--- config.mk ---
export PLATFORM = sky130hd
export DESIGN_NAME = dbg_cmd_exec
export DESIGN_NICKNAME = d
export VERILOG_FILES = /design/src/shared/dbg_cmd_pkg.sv /design/src/design/dbg_cmd_exec.sv /design/src/design/dbg_link_sync.sv
export VERILOG_INCLUDE_DIRS = /design/src /design/src/shared
export SDC_FILE = /design/constraint.sdc
export NUM_CORES = 2
export LEC_CHECK = 0
export ABC_AREA = 1
export BUFFER_PORTS_ARGS = -buffer_cell sky130_fd_sc_hd__buf_2
export CORE_ASPECT_RATIO = 1.75
export CORE_MARGIN = 2
export CORE_UTILIZATION = 34
export CTS_BUF_LIST = sky130_fd_sc_hd__clkbuf_4 sky130_fd_sc_hd__clkbuf_8
export DETAILED_ROUTE_END_ITERATION = 12
export MAX_ROUTING_LAYER = met4
export SETUP_SLACK_MARGIN = 0.1
export SLEW_MARGIN = 25
export SYNTH_ARGS = -nofsm -noshare
export SYNTH_HDL_FRONTEND = slang
export SYNTH_SLANG_ARGS = --single-unit
--- constraint.sdc ---
create_clock -name CLK -period 4.6 [get_ports CLK]
set_clock_uncertainty 0.15 [all_clocks]
set_input_delay 0.46 -clock CLK [delete_from_list [all_inputs] [get_ports CLK]]
set_output_delay 0.46 -clock CLK [all_outputs]
set_load 0.05 [all_outputs]
--- src/shared/dbg_cmd_cfg.svh ---
// Constants for the debug command execution block.
`ifndef DBG_CMD_CFG_SVH
`define DBG_CMD_CFG_SVH
`define WB_CTRL_OFS      8'h00
`define WB_STAT_OFS      8'h04
`define WB_SCRA_OFS      8'h08
`define WB_RPC_OFS       8'h0C
`define CMD_RCORE_HI     12'h218
`define CMD_WCORE_HI     12'h208
// The read code differs from the write code in bit 8, so the two decode apart.
`define CMD_RSYS_HI      12'h258
`define CMD_WSYS_HI      12'h0248
`define CMD_MRD_HI       8'h19
`define CMD_MWR_HI       8'h18
`define CMD_DUMP_HI      8'h1D
`define CMD_FILL_HI      8'h1C
`define STAT_DONE        17'h0_FFFF
`define STAT_BUSERR      17'h1_0001
`define STAT_NOTREADY    17'h1_0000
`define STAT_ILLEGAL     17'h1_FFFF
`define SREG_RPC         4'h0
`define SREG_PCC         4'h1
`define SREG_SCRA        4'h8
`define SREG_FAULT       4'h9
`define SREG_VBASE       4'hA
`define SREG_PSW         4'hB
`define SREG_USP         4'hC
`define SREG_SSP         4'hD
`define SREG_SFC         4'hE
`define SREG_DFC         4'hF
`define SZ_BYTE          2'h0
`define SZ_WORD          2'h1
`define SZ_LONG          2'h2
`define BUS_TIMEOUT      8'h40
`endif

--- src/shared/dbg_cmd_pkg.sv ---
// Types shared by the debug command execution block.
package dbg_cmd_pkg;
  typedef struct packed
  {
    logic        valid;
    logic [16:0] word;
  } xfer_t;
  typedef struct packed
  {
    logic        req;
    logic        we;
    logic [1:0]  size;
    logic [2:0]  space;
    logic [31:0] addr;
    logic [31:0] wdata;
  } mem_req_t;
  typedef struct packed
  {
    logic        ack;
    logic        err;
    logic [31:0] rdata;
  } mem_rsp_t;
  typedef enum logic [3:0]
  {
    ST_IDLE  = 4'b0000,
    ST_OPA   = 4'b0001,
    ST_OPB   = 4'b0010,
    ST_OPC   = 4'b0011,
    ST_OPD   = 4'b0100,
    ST_MEM   = 4'b0101,
    ST_RESHI = 4'b0110,
    ST_RESLO = 4'b0111
  } cmd_state_t;
  typedef enum logic [3:0]
  {
    OP_NONE  = 4'b0000,
    OP_RCORE = 4'b0001,
    OP_WCORE = 4'b0010,
    OP_RSYS  = 4'b0011,
    OP_WSYS  = 4'b0100,
    OP_MRD   = 4'b0101,
    OP_MWR   = 4'b0110,
    OP_DUMP  = 4'b0111,
    OP_FILL  = 4'b1000
  } cmd_op_t;
endpackage

--- src/design/dbg_cmd_exec.sv ---
// Debug command executor: register access, memory access, dump and fill.
//
// The placing of the registers and the Wishbone register port are this design's own decisions.
`timescale 1ns/100ps
`default_nettype none
`include "dbg_cmd_cfg.svh"
module dbg_cmd_exec
(
  input  wire logic                  CLK,
  input  wire logic                  RST_B,
  input  wire logic                  XFER_STROBE,
  input  wire logic [16:0]           XFER_IN,
  output var  logic [16:0]           XFER_OUT,
  output var  dbg_cmd_pkg::mem_req_t MEM_REQ,
  input  wire dbg_cmd_pkg::mem_rsp_t MEM_RSP,
  input  wire logic                  WB_CYC_I,
  input  wire logic                  WB_STB_I,
  input  wire logic                  WB_WE_I,
  input  wire logic [7:0]            WB_ADR_I,
  input  wire logic [3:0]            WB_SEL_I,
  input  wire logic [31:0]           WB_DAT_I,
  output var  logic [31:0]           WB_DAT_O,
  output var  logic                  WB_ACK_O
);
  import dbg_cmd_pkg::*;

  logic              strobe_pulse;
  logic [16:0]       in_word;
  cmd_state_t        state_q;
  cmd_op_t           op_q;
  logic [1:0]        size_q;
  logic [3:0]        sel_q;
  logic [15:0]       hi_q;
  logic [31:0]       addr_q;
  logic [31:0]       result_q;
  logic              err_q;
  logic [31:0]       core_q [16];
  logic [31:0]       rpc_q;
  logic [31:0]       pcc_q;
  logic [31:0]       scra_q;
  logic [31:0]       fault_q;
  logic [31:0]       vbase_q;
  logic [15:0]       psw_q;
  logic [31:0]       usp_q;
  logic [31:0]       ssp_q;
  logic [2:0]        sfc_q;
  logic [2:0]        dfc_q;
  logic              busy_q;
  logic [31:0]       cmd_count_q;
  logic [16:0]       xfer_out_d;
  cmd_op_t           dec_op;
  logic [31:0]       sys_rd;
  logic [31:0]       op_data;
  logic [16:0]       in_meta_q;
  logic [16:0]       in_sync_q;
  logic [31:0]       rd_fmt;

  // The link strobe comes from the host's clock, so it is synchronised first.
  dbg_link_sync u_sync
  (
    .CLK        (CLK),
    .RST_B      (RST_B),
    .async_in   (XFER_STROBE),
    .rise_pulse (strobe_pulse)
  );

  // The data word crosses from the host's clock as well, so it takes the same two stages.
  // It stands still around the strobe, so the delayed copy is valid when the pulse arrives.
  always_ff @(posedge CLK or negedge RST_B)
  begin
    if (!RST_B)
    begin
      in_meta_q <= 17'h0_0000;
      in_sync_q <= 17'h0_0000;
    end
    else
    begin
      in_meta_q <= XFER_IN;
      in_sync_q <= in_meta_q;
    end
  end

  // Only the second stage is read by the decoder and the operand path.
  assign in_word = in_sync_q;

  // Step for the pointer from the size code.
  function automatic logic [31:0] size_step(input logic [1:0] sz);
    unique case (sz)
      `SZ_BYTE: size_step = 32'h0000_0001;
      `SZ_WORD: size_step = 32'h0000_0002;
      default:  size_step = 32'h0000_0004;
    endcase
  endfunction

  // Result packing for memory reads; byte data is zero extended.
  function automatic logic [31:0] fmt_read(input logic [1:0] sz, input logic [31:0] d);
    unique case (sz)
      `SZ_BYTE: fmt_read = {24'h00_0000, d[7:0]};
      `SZ_WORD: fmt_read = {16'h0000, d[15:0]};
      default:  fmt_read = d;
    endcase
  endfunction

  // Decode the command word; unmatched words become no operation.
  always_comb
  begin
    dec_op = OP_NONE;
    if (in_word[15:4] == `CMD_RCORE_HI)
      dec_op = OP_RCORE;
    else if (in_word[15:4] == `CMD_WCORE_HI)
      dec_op = OP_WCORE;
    else if (in_word[15:4] == `CMD_RSYS_HI)
      dec_op = OP_RSYS;
    else if (in_word[15:4] == `CMD_WSYS_HI)
      dec_op = OP_WSYS;
    else if (in_word[5:0] == 6'h00)
    begin
      if (in_word[15:8] == `CMD_MRD_HI)
        dec_op = OP_MRD;
      else if (in_word[15:8] == `CMD_MWR_HI)
        dec_op = OP_MWR;
      else if (in_word[15:8] == `CMD_DUMP_HI)
        dec_op = OP_DUMP;
      else if (in_word[15:8] == `CMD_FILL_HI)
        dec_op = OP_FILL;
    end
  end

  // System register read mux, zero extended to 32 bits.
  always_comb
  begin
    sys_rd = 32'h0000_0000;
    unique case (sel_q)
      `SREG_RPC:   sys_rd = rpc_q;
      `SREG_PCC:   sys_rd = pcc_q;
      `SREG_SCRA:  sys_rd = scra_q;
      `SREG_FAULT: sys_rd = fault_q;
      `SREG_VBASE: sys_rd = vbase_q;
      `SREG_PSW:   sys_rd = {16'h0000, psw_q};
      `SREG_USP:   sys_rd = usp_q;
      `SREG_SSP:   sys_rd = ssp_q;
      `SREG_SFC:   sys_rd = {29'h0000_0000, sfc_q};
      `SREG_DFC:   sys_rd = {29'h0000_0000, dfc_q};
      default:     sys_rd = 32'h0000_0000;
    endcase
  end

  // Long operand assembled high word first.
  assign op_data = {hi_q, in_word[15:0]};

  // Memory read data packed to the result format of the current size.
  assign rd_fmt = fmt_read(size_q, MEM_RSP.rdata);

  // Command sequencer; a read register is any of the sixteen of the core file.
  always_ff @(posedge CLK or negedge RST_B)
  begin
    if (!RST_B)
    begin
      state_q    <= ST_IDLE;
      op_q       <= OP_NONE;
      size_q     <= 2'h0;
      sel_q      <= 4'h0;
      hi_q       <= 16'h0000;
      addr_q     <= 32'h0000_0000;
      result_q   <= 32'h0000_0000;
      err_q      <= 1'b0;
      xfer_out_d <= `STAT_DONE;
    end
    else
    begin
      unique case (state_q)
        ST_IDLE:
        begin
          if (strobe_pulse)
          begin
            op_q   <= dec_op;
            size_q <= in_word[7:6];
            sel_q  <= in_word[3:0];
            unique case (dec_op)
              OP_RCORE:
              begin
                result_q   <= core_q[in_word[3:0]];
                state_q    <= ST_RESHI;
                xfer_out_d <= `STAT_NOTREADY;
              end
              OP_RSYS:
              begin
                state_q    <= ST_RESHI;
                xfer_out_d <= `STAT_NOTREADY;
              end
              OP_DUMP:
              begin
                addr_q     <= scra_q;
                state_q    <= ST_MEM;
                xfer_out_d <= `STAT_NOTREADY;
              end
              OP_NONE:
                xfer_out_d <= (in_word[15:0] == 16'h0000) ? `STAT_DONE : `STAT_ILLEGAL;
              default:
              begin
                state_q    <= ST_OPA;
                xfer_out_d <= `STAT_NOTREADY;
              end
            endcase
          end
        end
        ST_OPA:
        begin
          if (strobe_pulse)
          begin
            hi_q <= in_word[15:0];
            // A byte or word fill carries one short operand only.
            if (op_q == OP_FILL && size_q != `SZ_LONG)
            begin
              addr_q   <= scra_q;
              result_q <= {16'h0000, in_word[15:0]};
              state_q  <= ST_MEM;
            end
            else
              state_q <= ST_OPB;
          end
        end
        ST_OPB:
        begin
          if (strobe_pulse)
          begin
            if (op_q == OP_MWR)
            begin
              addr_q  <= op_data;
              state_q <= ST_OPC;
            end
            else if (op_q == OP_MRD)
            begin
              addr_q  <= op_data;
              state_q <= ST_MEM;
            end
            else if (op_q == OP_FILL)
            begin
              addr_q   <= scra_q;
              result_q <= op_data;
              state_q  <= ST_MEM;
            end
            else
            begin
              xfer_out_d <= `STAT_DONE;
              state_q    <= ST_IDLE;
            end
          end
        end
        ST_OPC:
        begin
          if (strobe_pulse)
          begin
            hi_q <= in_word[15:0];
            if (size_q == `SZ_LONG)
              state_q <= ST_OPD;
            else
            begin
              result_q <= {16'h0000, in_word[15:0]};
              state_q  <= ST_MEM;
            end
          end
        end
        ST_OPD:
        begin
          if (strobe_pulse)
          begin
            result_q <= op_data;
            state_q  <= ST_MEM;
          end
        end
        ST_MEM:
        begin
          // The bus master is answered with an ack or an error.
          if (MEM_RSP.ack || MEM_RSP.err)
          begin
            err_q <= MEM_RSP.err;
            if (MEM_RSP.err)
            begin
              xfer_out_d <= `STAT_BUSERR;
              state_q    <= ST_IDLE;
            end
            else if (op_q == OP_MWR || op_q == OP_FILL)
            begin
              xfer_out_d <= `STAT_DONE;
              state_q    <= ST_IDLE;
            end
            else if (size_q == `SZ_LONG)
            begin
              result_q   <= rd_fmt;
              xfer_out_d <= {1'b0, rd_fmt[31:16]};
              state_q    <= ST_RESLO;
            end
            else
            begin
              // A byte or word result is one word, so it goes out on the next transfer.
              result_q   <= rd_fmt;
              xfer_out_d <= {1'b0, rd_fmt[15:0]};
              state_q    <= ST_IDLE;
            end
          end
        end
        ST_RESHI:
        begin
          // A system register read picks up its value here, once sel_q has settled.
          if (op_q == OP_RSYS)
          begin
            result_q   <= sys_rd;
            xfer_out_d <= {1'b0, sys_rd[31:16]};
          end
          else
            xfer_out_d <= {1'b0, result_q[31:16]};
          state_q <= ST_RESLO;
        end
        ST_RESLO:
        begin
          // The low word waits for the transfer that carries the high word out.
          if (strobe_pulse)
          begin
            xfer_out_d <= {1'b0, result_q[15:0]};
            state_q    <= ST_IDLE;
          end
        end
        default:
          state_q <= ST_IDLE;
      endcase
    end
  end

  // Pointer update; kept in the scratch register so no-ops leave it alone.
  always_ff @(posedge CLK or negedge RST_B)
  begin
    if (!RST_B)
      scra_q <= 32'h0000_0000;
    else if (state_q == ST_MEM && MEM_RSP.ack && !MEM_RSP.err)
      scra_q <= addr_q + size_step(size_q);
    else if (state_q == ST_OPB && strobe_pulse && op_q == OP_WSYS && sel_q == `SREG_SCRA)
      scra_q <= op_data;
  end

  // Register writes from the link; the fault address stays read-only.
  always_ff @(posedge CLK or negedge RST_B)
  begin
    if (!RST_B)
    begin
      for (int i = 0; i < 16; i++)
        core_q[i] <= 32'h0000_0000;
      rpc_q   <= 32'h0000_0000;
      pcc_q   <= 32'h0000_0000;
      vbase_q <= 32'h0000_0000;
      psw_q   <= 16'h2700;
      usp_q   <= 32'h0000_0000;
      ssp_q   <= 32'h0000_0000;
      sfc_q   <= 3'h0;
      dfc_q   <= 3'h0;
    end
    else if (state_q == ST_OPB && strobe_pulse)
    begin
      if (op_q == OP_WCORE)
        core_q[sel_q] <= op_data;
      else if (op_q == OP_WSYS)
      begin
        unique case (sel_q)
          `SREG_RPC:   rpc_q   <= op_data;
          `SREG_PCC:   pcc_q   <= op_data;
          `SREG_VBASE: vbase_q <= op_data;
          `SREG_PSW:   psw_q   <= op_data[15:0];
          `SREG_USP:   usp_q   <= op_data;
          `SREG_SSP:   ssp_q   <= op_data;
          `SREG_SFC:   sfc_q   <= op_data[2:0];
          `SREG_DFC:   dfc_q   <= op_data[2:0];
          default:     ;
        endcase
      end
    end
  end

  // Fault address is latched from the bus on every error.
  always_ff @(posedge CLK or negedge RST_B)
  begin
    if (!RST_B)
      fault_q <= 32'h0000_0000;
    else if (state_q == ST_MEM && MEM_RSP.err)
      fault_q <= addr_q;
  end

  // Memory request, held from entry to the answer.
  always_ff @(posedge CLK or negedge RST_B)
  begin
    if (!RST_B)
      MEM_REQ <= '0;
    else if (state_q == ST_MEM && !(MEM_RSP.ack || MEM_RSP.err))
    begin
      MEM_REQ.req   <= 1'b1;
      MEM_REQ.we    <= (op_q == OP_MWR || op_q == OP_FILL);
      MEM_REQ.size  <= size_q;
      MEM_REQ.space <= (op_q == OP_MWR || op_q == OP_FILL) ? dfc_q : sfc_q;
      MEM_REQ.addr  <= addr_q;
      MEM_REQ.wdata <= result_q;
    end
    else
      MEM_REQ.req <= 1'b0;
  end

  // The answer word is registered before leaving the block.
  always_ff @(posedge CLK or negedge RST_B)
  begin
    if (!RST_B)
      XFER_OUT <= `STAT_DONE;
    else
      XFER_OUT <= xfer_out_d;
  end

  // Software status: busy flag and count of command words taken in idle, illegal ones included.
  always_ff @(posedge CLK or negedge RST_B)
  begin
    if (!RST_B)
    begin
      busy_q      <= 1'b0;
      cmd_count_q <= 32'h0000_0000;
    end
    else
    begin
      busy_q <= (state_q != ST_IDLE);
      if (state_q == ST_IDLE && strobe_pulse)
        cmd_count_q <= cmd_count_q + 32'h0000_0001;
    end
  end

  // Wishbone slave: one wait state, ack dropped the cycle after it is given.
  always_ff @(posedge CLK or negedge RST_B)
  begin
    if (!RST_B)
    begin
      WB_ACK_O <= 1'b0;
      WB_DAT_O <= 32'h0000_0000;
    end
    else
    begin
      WB_ACK_O <= WB_CYC_I & WB_STB_I & ~WB_ACK_O;
      unique case (WB_ADR_I)
        `WB_CTRL_OFS: WB_DAT_O <= cmd_count_q;
        `WB_STAT_OFS: WB_DAT_O <= {23'h00_0000, busy_q, err_q, 3'h0, state_q};
        `WB_SCRA_OFS: WB_DAT_O <= scra_q;
        `WB_RPC_OFS:  WB_DAT_O <= rpc_q;
        default:      WB_DAT_O <= 32'h0000_0000;
      endcase
    end
  end

  // Assertions.
  property p_done_after_core_write;
    @(posedge CLK) disable iff (!RST_B)
    (state_q == ST_OPB && strobe_pulse && op_q == OP_WCORE) |-> ##2 XFER_OUT == `STAT_DONE;
  endproperty
  a_done_after_core_write: assert property (p_done_after_core_write)
    else $error("core write did not answer done");

  property p_err_status;
    @(posedge CLK) disable iff (!RST_B)
    (state_q == ST_MEM && MEM_RSP.err) |-> ##2 XFER_OUT == `STAT_BUSERR;
  endproperty
  a_err_status: assert property (p_err_status)
    else $error("bus error status wrong");

  property p_ptr_step;
    @(posedge CLK) disable iff (!RST_B)
    (state_q == ST_MEM && MEM_RSP.ack && !MEM_RSP.err)
      |=> scra_q == $past(addr_q) + size_step($past(size_q));
  endproperty
  a_ptr_step: assert property (p_ptr_step)
    else $error("pointer not advanced by size");

  property p_fault_ro;
    @(posedge CLK) disable iff (!RST_B)
    (op_q == OP_WSYS && sel_q == `SREG_FAULT && state_q == ST_OPB) |=> $stable(fault_q);
  endproperty
  a_fault_ro: assert property (p_fault_ro)
    else $error("fault address written");

  property p_space_rd;
    @(posedge CLK) disable iff (!RST_B)
    (MEM_REQ.req && !MEM_REQ.we) |-> MEM_REQ.space == sfc_q;
  endproperty
  a_space_rd: assert property (p_space_rd)
    else $error("read space not from source code");

  property p_space_wr;
    @(posedge CLK) disable iff (!RST_B)
    (MEM_REQ.req && MEM_REQ.we) |-> MEM_REQ.space == dfc_q;
  endproperty
  a_space_wr: assert property (p_space_wr)
    else $error("write space not from destination code");

  property p_byte_zero;
    @(posedge CLK) disable iff (!RST_B)
    (state_q == ST_MEM && MEM_RSP.ack && !MEM_RSP.err && size_q == `SZ_BYTE && !MEM_REQ.we)
      |=> result_q[31:8] == 24'h00_0000;
  endproperty
  a_byte_zero: assert property (p_byte_zero)
    else $error("byte read upper bits not zero");

  property p_core_write;
    @(posedge CLK) disable iff (!RST_B)
    (state_q == ST_OPB && strobe_pulse && op_q == OP_WCORE)
      |=> core_q[$past(sel_q)] == $past(op_data);
  endproperty
  a_core_write: assert property (p_core_write)
    else $error("core register not fully written");
endmodule
`default_nettype wire

--- src/design/dbg_link_sync.sv ---
// Two-stage synchroniser with edge detection for the serial link strobe.
`timescale 1ns/100ps
`default_nettype none
module dbg_link_sync
(
  input  wire logic CLK,
  input  wire logic RST_B,
  input  wire logic async_in,
  output var  logic rise_pulse
);
  logic meta_q;
  logic sync_q;
  logic last_q;

  // The first stage feeds only the second, so metastability stays contained.
  always_ff @(posedge CLK or negedge RST_B)
  begin
    if (!RST_B)
    begin
      meta_q <= 1'b0;
      sync_q <= 1'b0;
      last_q <= 1'b0;
    end
    else
    begin
      meta_q <= async_in;
      sync_q <= meta_q;
      last_q <= sync_q;
    end
  end

  // A rising edge of the settled level marks one arrived transfer.
  assign rise_pulse = sync_q & ~last_q;
endmodule
`default_nettype wire

-- Yosys cells after proc, flatten, opt, wreduce, memory -nomap -nowiden
Index checks and enable logic that the tools add are counted.
- register bits after elaboration: 1059
- ROM bits: 0
- memories kept: 0
- bits of input ports: 101
- logic and storage cells: 247
- bits in latches: 0
- output and inout bits: 121
- bits in writable memories: 0
- add/subtract/negate cells: 2
- equal/unequal tests: 59
- div/mod/pow operators: 0
- mux-type cells: 80
- reductions and logical operators: 44
- multiply operators: 0
- order comparisons: 3
- shift-type cells: 0
- bitwise operators: 8
- operators with widths (operator ; count):
    $mux W32 ; 29
    $bwmux W512 ; 1
    $pmux W32 S10 ; 1
    $pmux W32 S7 ; 1
    $mux W17 ; 10
    $bmux W32 S4 ; 1
    $demux W32 S4 ; 1
    $pmux W32 S4 ; 1
    $pmux W32 S3 ; 1
    $pmux W17 S5 ; 1
    $mux W4 ; 16
    $pmux W32 S2 ; 1
    $eq A12 B10 Y1 const B ; 4
    $mux W16 ; 3
    $eq A4 B4 Y1 const B ; 9
    $add A32 B1 Y32 const B ; 1
    $add A32 B32 Y32 ; 1
    $eq A4 B3 Y1 const B ; 8
    $eq A8 B5 Y1 const B ; 4
    $ne A2 B2 Y1 const B ; 16
    $pmux W4 S8 ; 1
    $reduce_and A4 Y1 ; 8
    $mux W3 ; 8
    $eq A4 B2 Y1 const B ; 5
    33 further kinds ; 64

-- Depth between registers and ports, before layout
- depth in word-level cells: 15
- gate-level depth with buffers: 18
- mapped depth without buffers: 16

-- By module
From an unflattened synthesis, not the netlist that was laid out.
- cell total of the unflattened synthesis: 6004
- area total of the unflattened synthesis: 48795.5 um^2
- by module, submodules not included (module ; seq. area each (um^2) ; area each (um^2) ; cells each ; instances):
    dbg_cmd_exec ; 26445.4 ; 48710.5 ; 5999 ; 1
    dbg_link_sync ; 75.1 ; 85.1 ; 5 ; 1

-- Worst setup path before layout
Ideal clock, no wire load.
- path type: register to register
- start: register size_q[1]
- end: register scra_q[18]
- stages on the path, launching flop included: 18
- data arrival time: 2.429 ns
- slack: 1.903 ns
- buffers on the path: 3
- required time: 4.332 ns
- clock period less this slack: 2.697 ns
- setup time: 0.118 ns
- path through: dfrtp_1 -> buf_2 -> clkbuf_1 -> clkbuf_1 -> nor2_1 -> inv_1 -> fa_1 -> inv_1 -> nand2_1 -> nand2_1 -> nand2_1 -> inv_1 -> nand2_1 -> nor2_1 -> nand3_1 -> xor2_1 -> o21bai_1 -> inv_1
- cells in the longest elaborated chain, start to end: 5
- elaborated cells between the ends (all ways): 6
- classes of those cells: add/sub (1); eq/ne (1); mux (3); reduce/logical (1)
- ends and longest elaborated chain (item ; line ; RTL):
    start, declared ; dbg_cmd_exec.sv:31 ; logic [1:0] size_q;
    start signal, assigned ; dbg_cmd_exec.sv:177 ; size_q <= in_word[7:6];
    $eq A2 B1 Y1 / $logic_not A2 Y1 (equally long branches) ; dbg_cmd_exec.sv:88 ; unique case (sz)
    $pmux W3 S2 (*) ; dbg_cmd_exec.sv:88 ;
    $mux W32 (*) ; dbg_cmd_exec.sv:335 ; else if (state_q == ST_MEM && MEM_RSP.ack && !MEM_RSP.err)
    $add A32 B32 Y32 (*) ; dbg_cmd_exec.sv:336 ; scra_q <= addr_q + size_step(size_q);
    $mux W32 (*) ; dbg_cmd_exec.sv:335 ;
    end signal, assigned ; dbg_cmd_exec.sv:336 ;
    end signal, assigned ; dbg_cmd_exec.sv:338 ; scra_q <= op_data;
    end, declared ; dbg_cmd_exec.sv:40 ; logic [31:0] scra_q;
Every way passes the cells marked *; elsewhere a longest branch is shown, timed or not. The select of a mux whose other input is x is not followed.
A chain may end at the register's enable or synchronous reset.

-- Worst setup path in the final report
- start: register state_q[2]
- end: register core_q[61] in the netlist's numbering
- cells in the longest elaborated chain, start to end: 3
- ends and longest elaborated chain (item ; line ; RTL):
    start, declared ; dbg_cmd_exec.sv:29 ; cmd_state_t state_q;
    start signal, assigned ; dbg_cmd_exec.sv:159 ; state_q <= ST_IDLE;
    start signal, assigned ; dbg_cmd_exec.sv:183 ; state_q <= ST_RESHI;
    start signal, assigned ; dbg_cmd_exec.sv:188 ; state_q <= ST_RESHI;
    $eq A4 B2 Y1 ; dbg_cmd_exec.sv:357 ; else if (state_q == ST_OPB && strobe_pulse)
    $logic_and A1 B1 Y1 ; dbg_cmd_exec.sv:357 ;
    $reduce_and A2 Y1 (no source line) ; n/a ;
    end signal, assigned by index ; dbg_cmd_exec.sv:360 ; core_q[sel_q] <= op_data;
    end, declared ; dbg_cmd_exec.sv:37 ; logic [31:0] core_q [16];
No other way between the ends.

==> results_dict.tcl <==
set metrics [dict create \
    finalNonFillerCells 7986 \
    cts_sinks 1058 \
    cts_resized 0 \
    p_per_area_mw_per_mm2 512 \
    switching_power_mw 11.4 \
    syn-cell-area_mm2 0.0483 \
    yosys.area.top_type "dfrtp_1" \
    drv_cap 0 \
    setup_viol 0 \
    ctsRootBufferMaster "clkbuf_8" \
    vias 42400 \
    wirelength_mm 184 \
    wire_per_inst_um 23.1 \
    run_status "finished clean" \
    worstPathArrival_ns 4.16 \
    postCtsHoldBufs 40 \
    max-vdd-ir-drop_v 0.000271 \
    min_path_type "primary input to flip-flop" \
    place.gp.congestion 1.05 \
    synth_seq_cells 1058 \
    coreArea_mm2 0.141 \
    dp_slack_ns 1.03 \
    syn-num-nets 6023 \
    first_pass_iters 6 \
    ys.flop_type "dfrtp_1" \
    maxSlewHeadroom 0.198 \
    p_int_mw 16.8 \
    fin_setup_tns_ns 0 \
    ys_seq_area_frac 0.549 \
    power_frac_seq 0.407 \
    htreeDepth 4 \
    clockPowerShare 0.293 \
    io_buffers 183 \
    antenna_found_initial 7 \
    clockBufferDepth 3 \
    swShare 0.405 \
    crit_path_start_kind "flip-flop" \
    dieWidth_um 289 \
    critPathMaxFanout 27 \
    placed_area_mm2 0.0514 \
    min_period_ns 3.61 \
    grt_max_degree 134 \
    clk_latency_ns 0.90 \
    hpwl_mm 126 \
    grt_util_met1 0.290 \
    vias_per_cell 5.31 \
    first_iter_violations 3763 \
    grt_use_met2 0.432 \
    leakage_nw 25.5 \
    grt_pass1_wl_mm 274 \
    post-route-period-util 0.786 \
    io_pins 222 \
    cts.reportedPaths.clkPinSlew_ns 0.07 \
    grt_most_used_layer "met2" \
    critPathKind "flip-flop to flip-flop" \
    drc_errors 0 \
    dieArea_mm2 0.145 \
    drive_gt1_frac 0.118 \
    drv_slew 0 \
    worst_pin_slew_ns 1.19 \
    start_util 0.343 \
    gr-usage-met3 0.0339 \
    syn_inst 5917 \
    yosys-top-cells-area "dfrtp_1 53%, nand2_1 13%, o21ai_0 12%" \
    ant_nets 0 \
    hold_violations 0 \
    postCtsSetupBuffers 0 \
    cts_inserted_buffers 158 \
    synthDistinctLibCells 47 \
    ys_warn_count 0 \
    grt_use_total 0.262 \
    fillers 14400 \
    syn_avg_cell_area_um2 8.16 \
    synth_edf_count 0 \
    placedCellCount 7671 \
    postLayoutSetupSlackWorst_ns 0.985 \
    total_power_mw 28.2 \
    endpoint_kind "flip-flop" \
    comb_power_share 0.300 \
    fmax_mhz 277 \
    yosysTopAreaCellShare 0.530 \
    area_delta_synth_final_pct 14.2 \
    first_global_vias 41500 \
    synth-async-reset-ratio 1.00 \
    die_h_um 502 \
    rsz0062_at_grt "false" \
    fin_nets 6137 \
    rows 182 \
    overflow 0 \
    cts_tree "yes" \
    stdcell_area_mm2 0.0551 \
    critPathRequiredTime_ns 5.14 \
]
[placed cells by master, fill, tap and decap left out, drive strengths merged, types with 27 or more instances in the layout]
master	n
o211ai	99
nor2	554
a22oi	27
buf	339
inv	268
nand3	377
dfstp	36
dfrtp	1022
dlygate4sd3	40
nor3	32
nand2	1621
xor2	45
a21oi	55
o221ai	31
clkbuf	240
o21ai	1215
nand4	48
[sequential cells by signal, indices dropped and copies added (netlist names), 17 cells and up]
register,cells
MEM_REQ,71
WB_DAT_O,32
XFER_OUT,17
addr_q,32
cmd_count_q,32
core_q,512
fault_q,32
pcc_q,32
result_q,32
rpc_q,32
scra_q,32
ssp_q,32
usp_q,32
vbase_q,32
xfer_out_d,17
[power groups by stage]
stage	Combinational [mW]	Clock (mW)	Sequential, mW
after floorplan	3.78	0	12.6
after global placement	8.34	0	11.6
after detailed placement	8.36	0	11.6
after CTS	8.42	8.44	11.5
after global routing	9.05	8.82	11.6
final	8.48	8.28	11.5
[metrics by stage]
stage,util,hold slack (ns)
2_1_floorplan,-,0.0144
3_3_place_gp,0.365,0.183
3_5_place_dp,0.365,0.185
4_1_cts,0.392,0.000938
5_1_grt,0.392,0.0364
6_report,0.392,0.0648
[cells by family after synthesis]
| kind of cell | synth area share |
|---|---|
| AO/OA/AOI/OAI | 0.162 |
| XOR/XNOR | 0.00817 |
| adder cells (fa/ha/maj) | 0.00145 |
| flip-flops | 0.549 |
| buffers and inverters | 0.0561 |
| AND/OR/NAND/NOR | 0.223 |
[layout make-up]
class / count / area, um^2 / area share
clock buffers: 240 / 3020 / 0.0547
multi-input cells: 4162 / 19100 / 0.347
flip-flops and latches: 1058 / 26500 / 0.481
diodes: 2 / 5.00 / 0.0000908
inverters: 272 / 1030 / 0.0187
repair buffers: 379 / 2810 / 0.0510
well taps: 1840 / 2300 / 0.0418
clock inverters: 33 / 318 / 0.00576
[final timing paths]
path / start / endpoint / slack (ns) / depth (start not counted)
setup / recovery: state_q[2]$_DFFE_PN0P_ / core_q[61]$_DFFE_PN0P_ / 0.99 / 9
hold / removal: XFER_IN[12] / in_meta_q[12]$_DFF_PN0_ / 0.06 / 2
setup reg to reg: state_q[2]$_DFFE_PN0P_ / core_q[61]$_DFFE_PN0P_ / 0.99 / 9
hold reg to reg: in_meta_q[0]$_DFF_PN0_ / in_sync_q[0]$_DFF_PN0_ / 0.20 / 0
max in group asynchronous: RST_B / in_sync_q[3]$_DFF_PN0_ / 2.98 / 3
min in group asynchronous: RST_B / result_q[8]$_DFFE_PN0P_ / 0.07 / 2
[critical path: stages (launching register included)]
cell      delay, ns
dfrtp_1        0.48
nor2_1         0.24
nand2_2        0.29
nor2_2         0.36
nand2_1        0.33
clkinv_2       0.30
nand3_2        0.63
buf_4          0.47
nand2_1        0.07
o21ai_0        0.08
[synth_stat cells (all sizes together), types with 8 or more instances]
| cell type | number |
|---|---|
| inv | 267 |
| nor3 | 32 |
| a22oi | 27 |
| nor2 | 554 |
| a31oi | 16 |
| nand3 | 377 |
| buf | 80 |
| nand2 | 1621 |
| xor2 | 45 |
| dfstp | 36 |
| a21oi | 55 |
| dfrtp | 1022 |
| nand4 | 48 |
| o221ai | 31 |
| clkbuf | 345 |
| o211ai | 99 |
| o22ai | 8 |
| o21ai | 1215 |
[routing by layer]
| metal | part of all wire | vias to the layer above | wire length [um] |
|---|---|---|---|
| met5 | 0 | - | 0 |
| li1 | - | 19700 | - |
| met3 | 0.053 | 503 | 9700 |
| met4 | 0.086 | 0 | 15800 |
| met2 | 0.49 | 1629 | 89900 |
| met1 | 0.37 | 20600 | 68800 |
No activity file was read; power rests on OpenSTA's default activity.
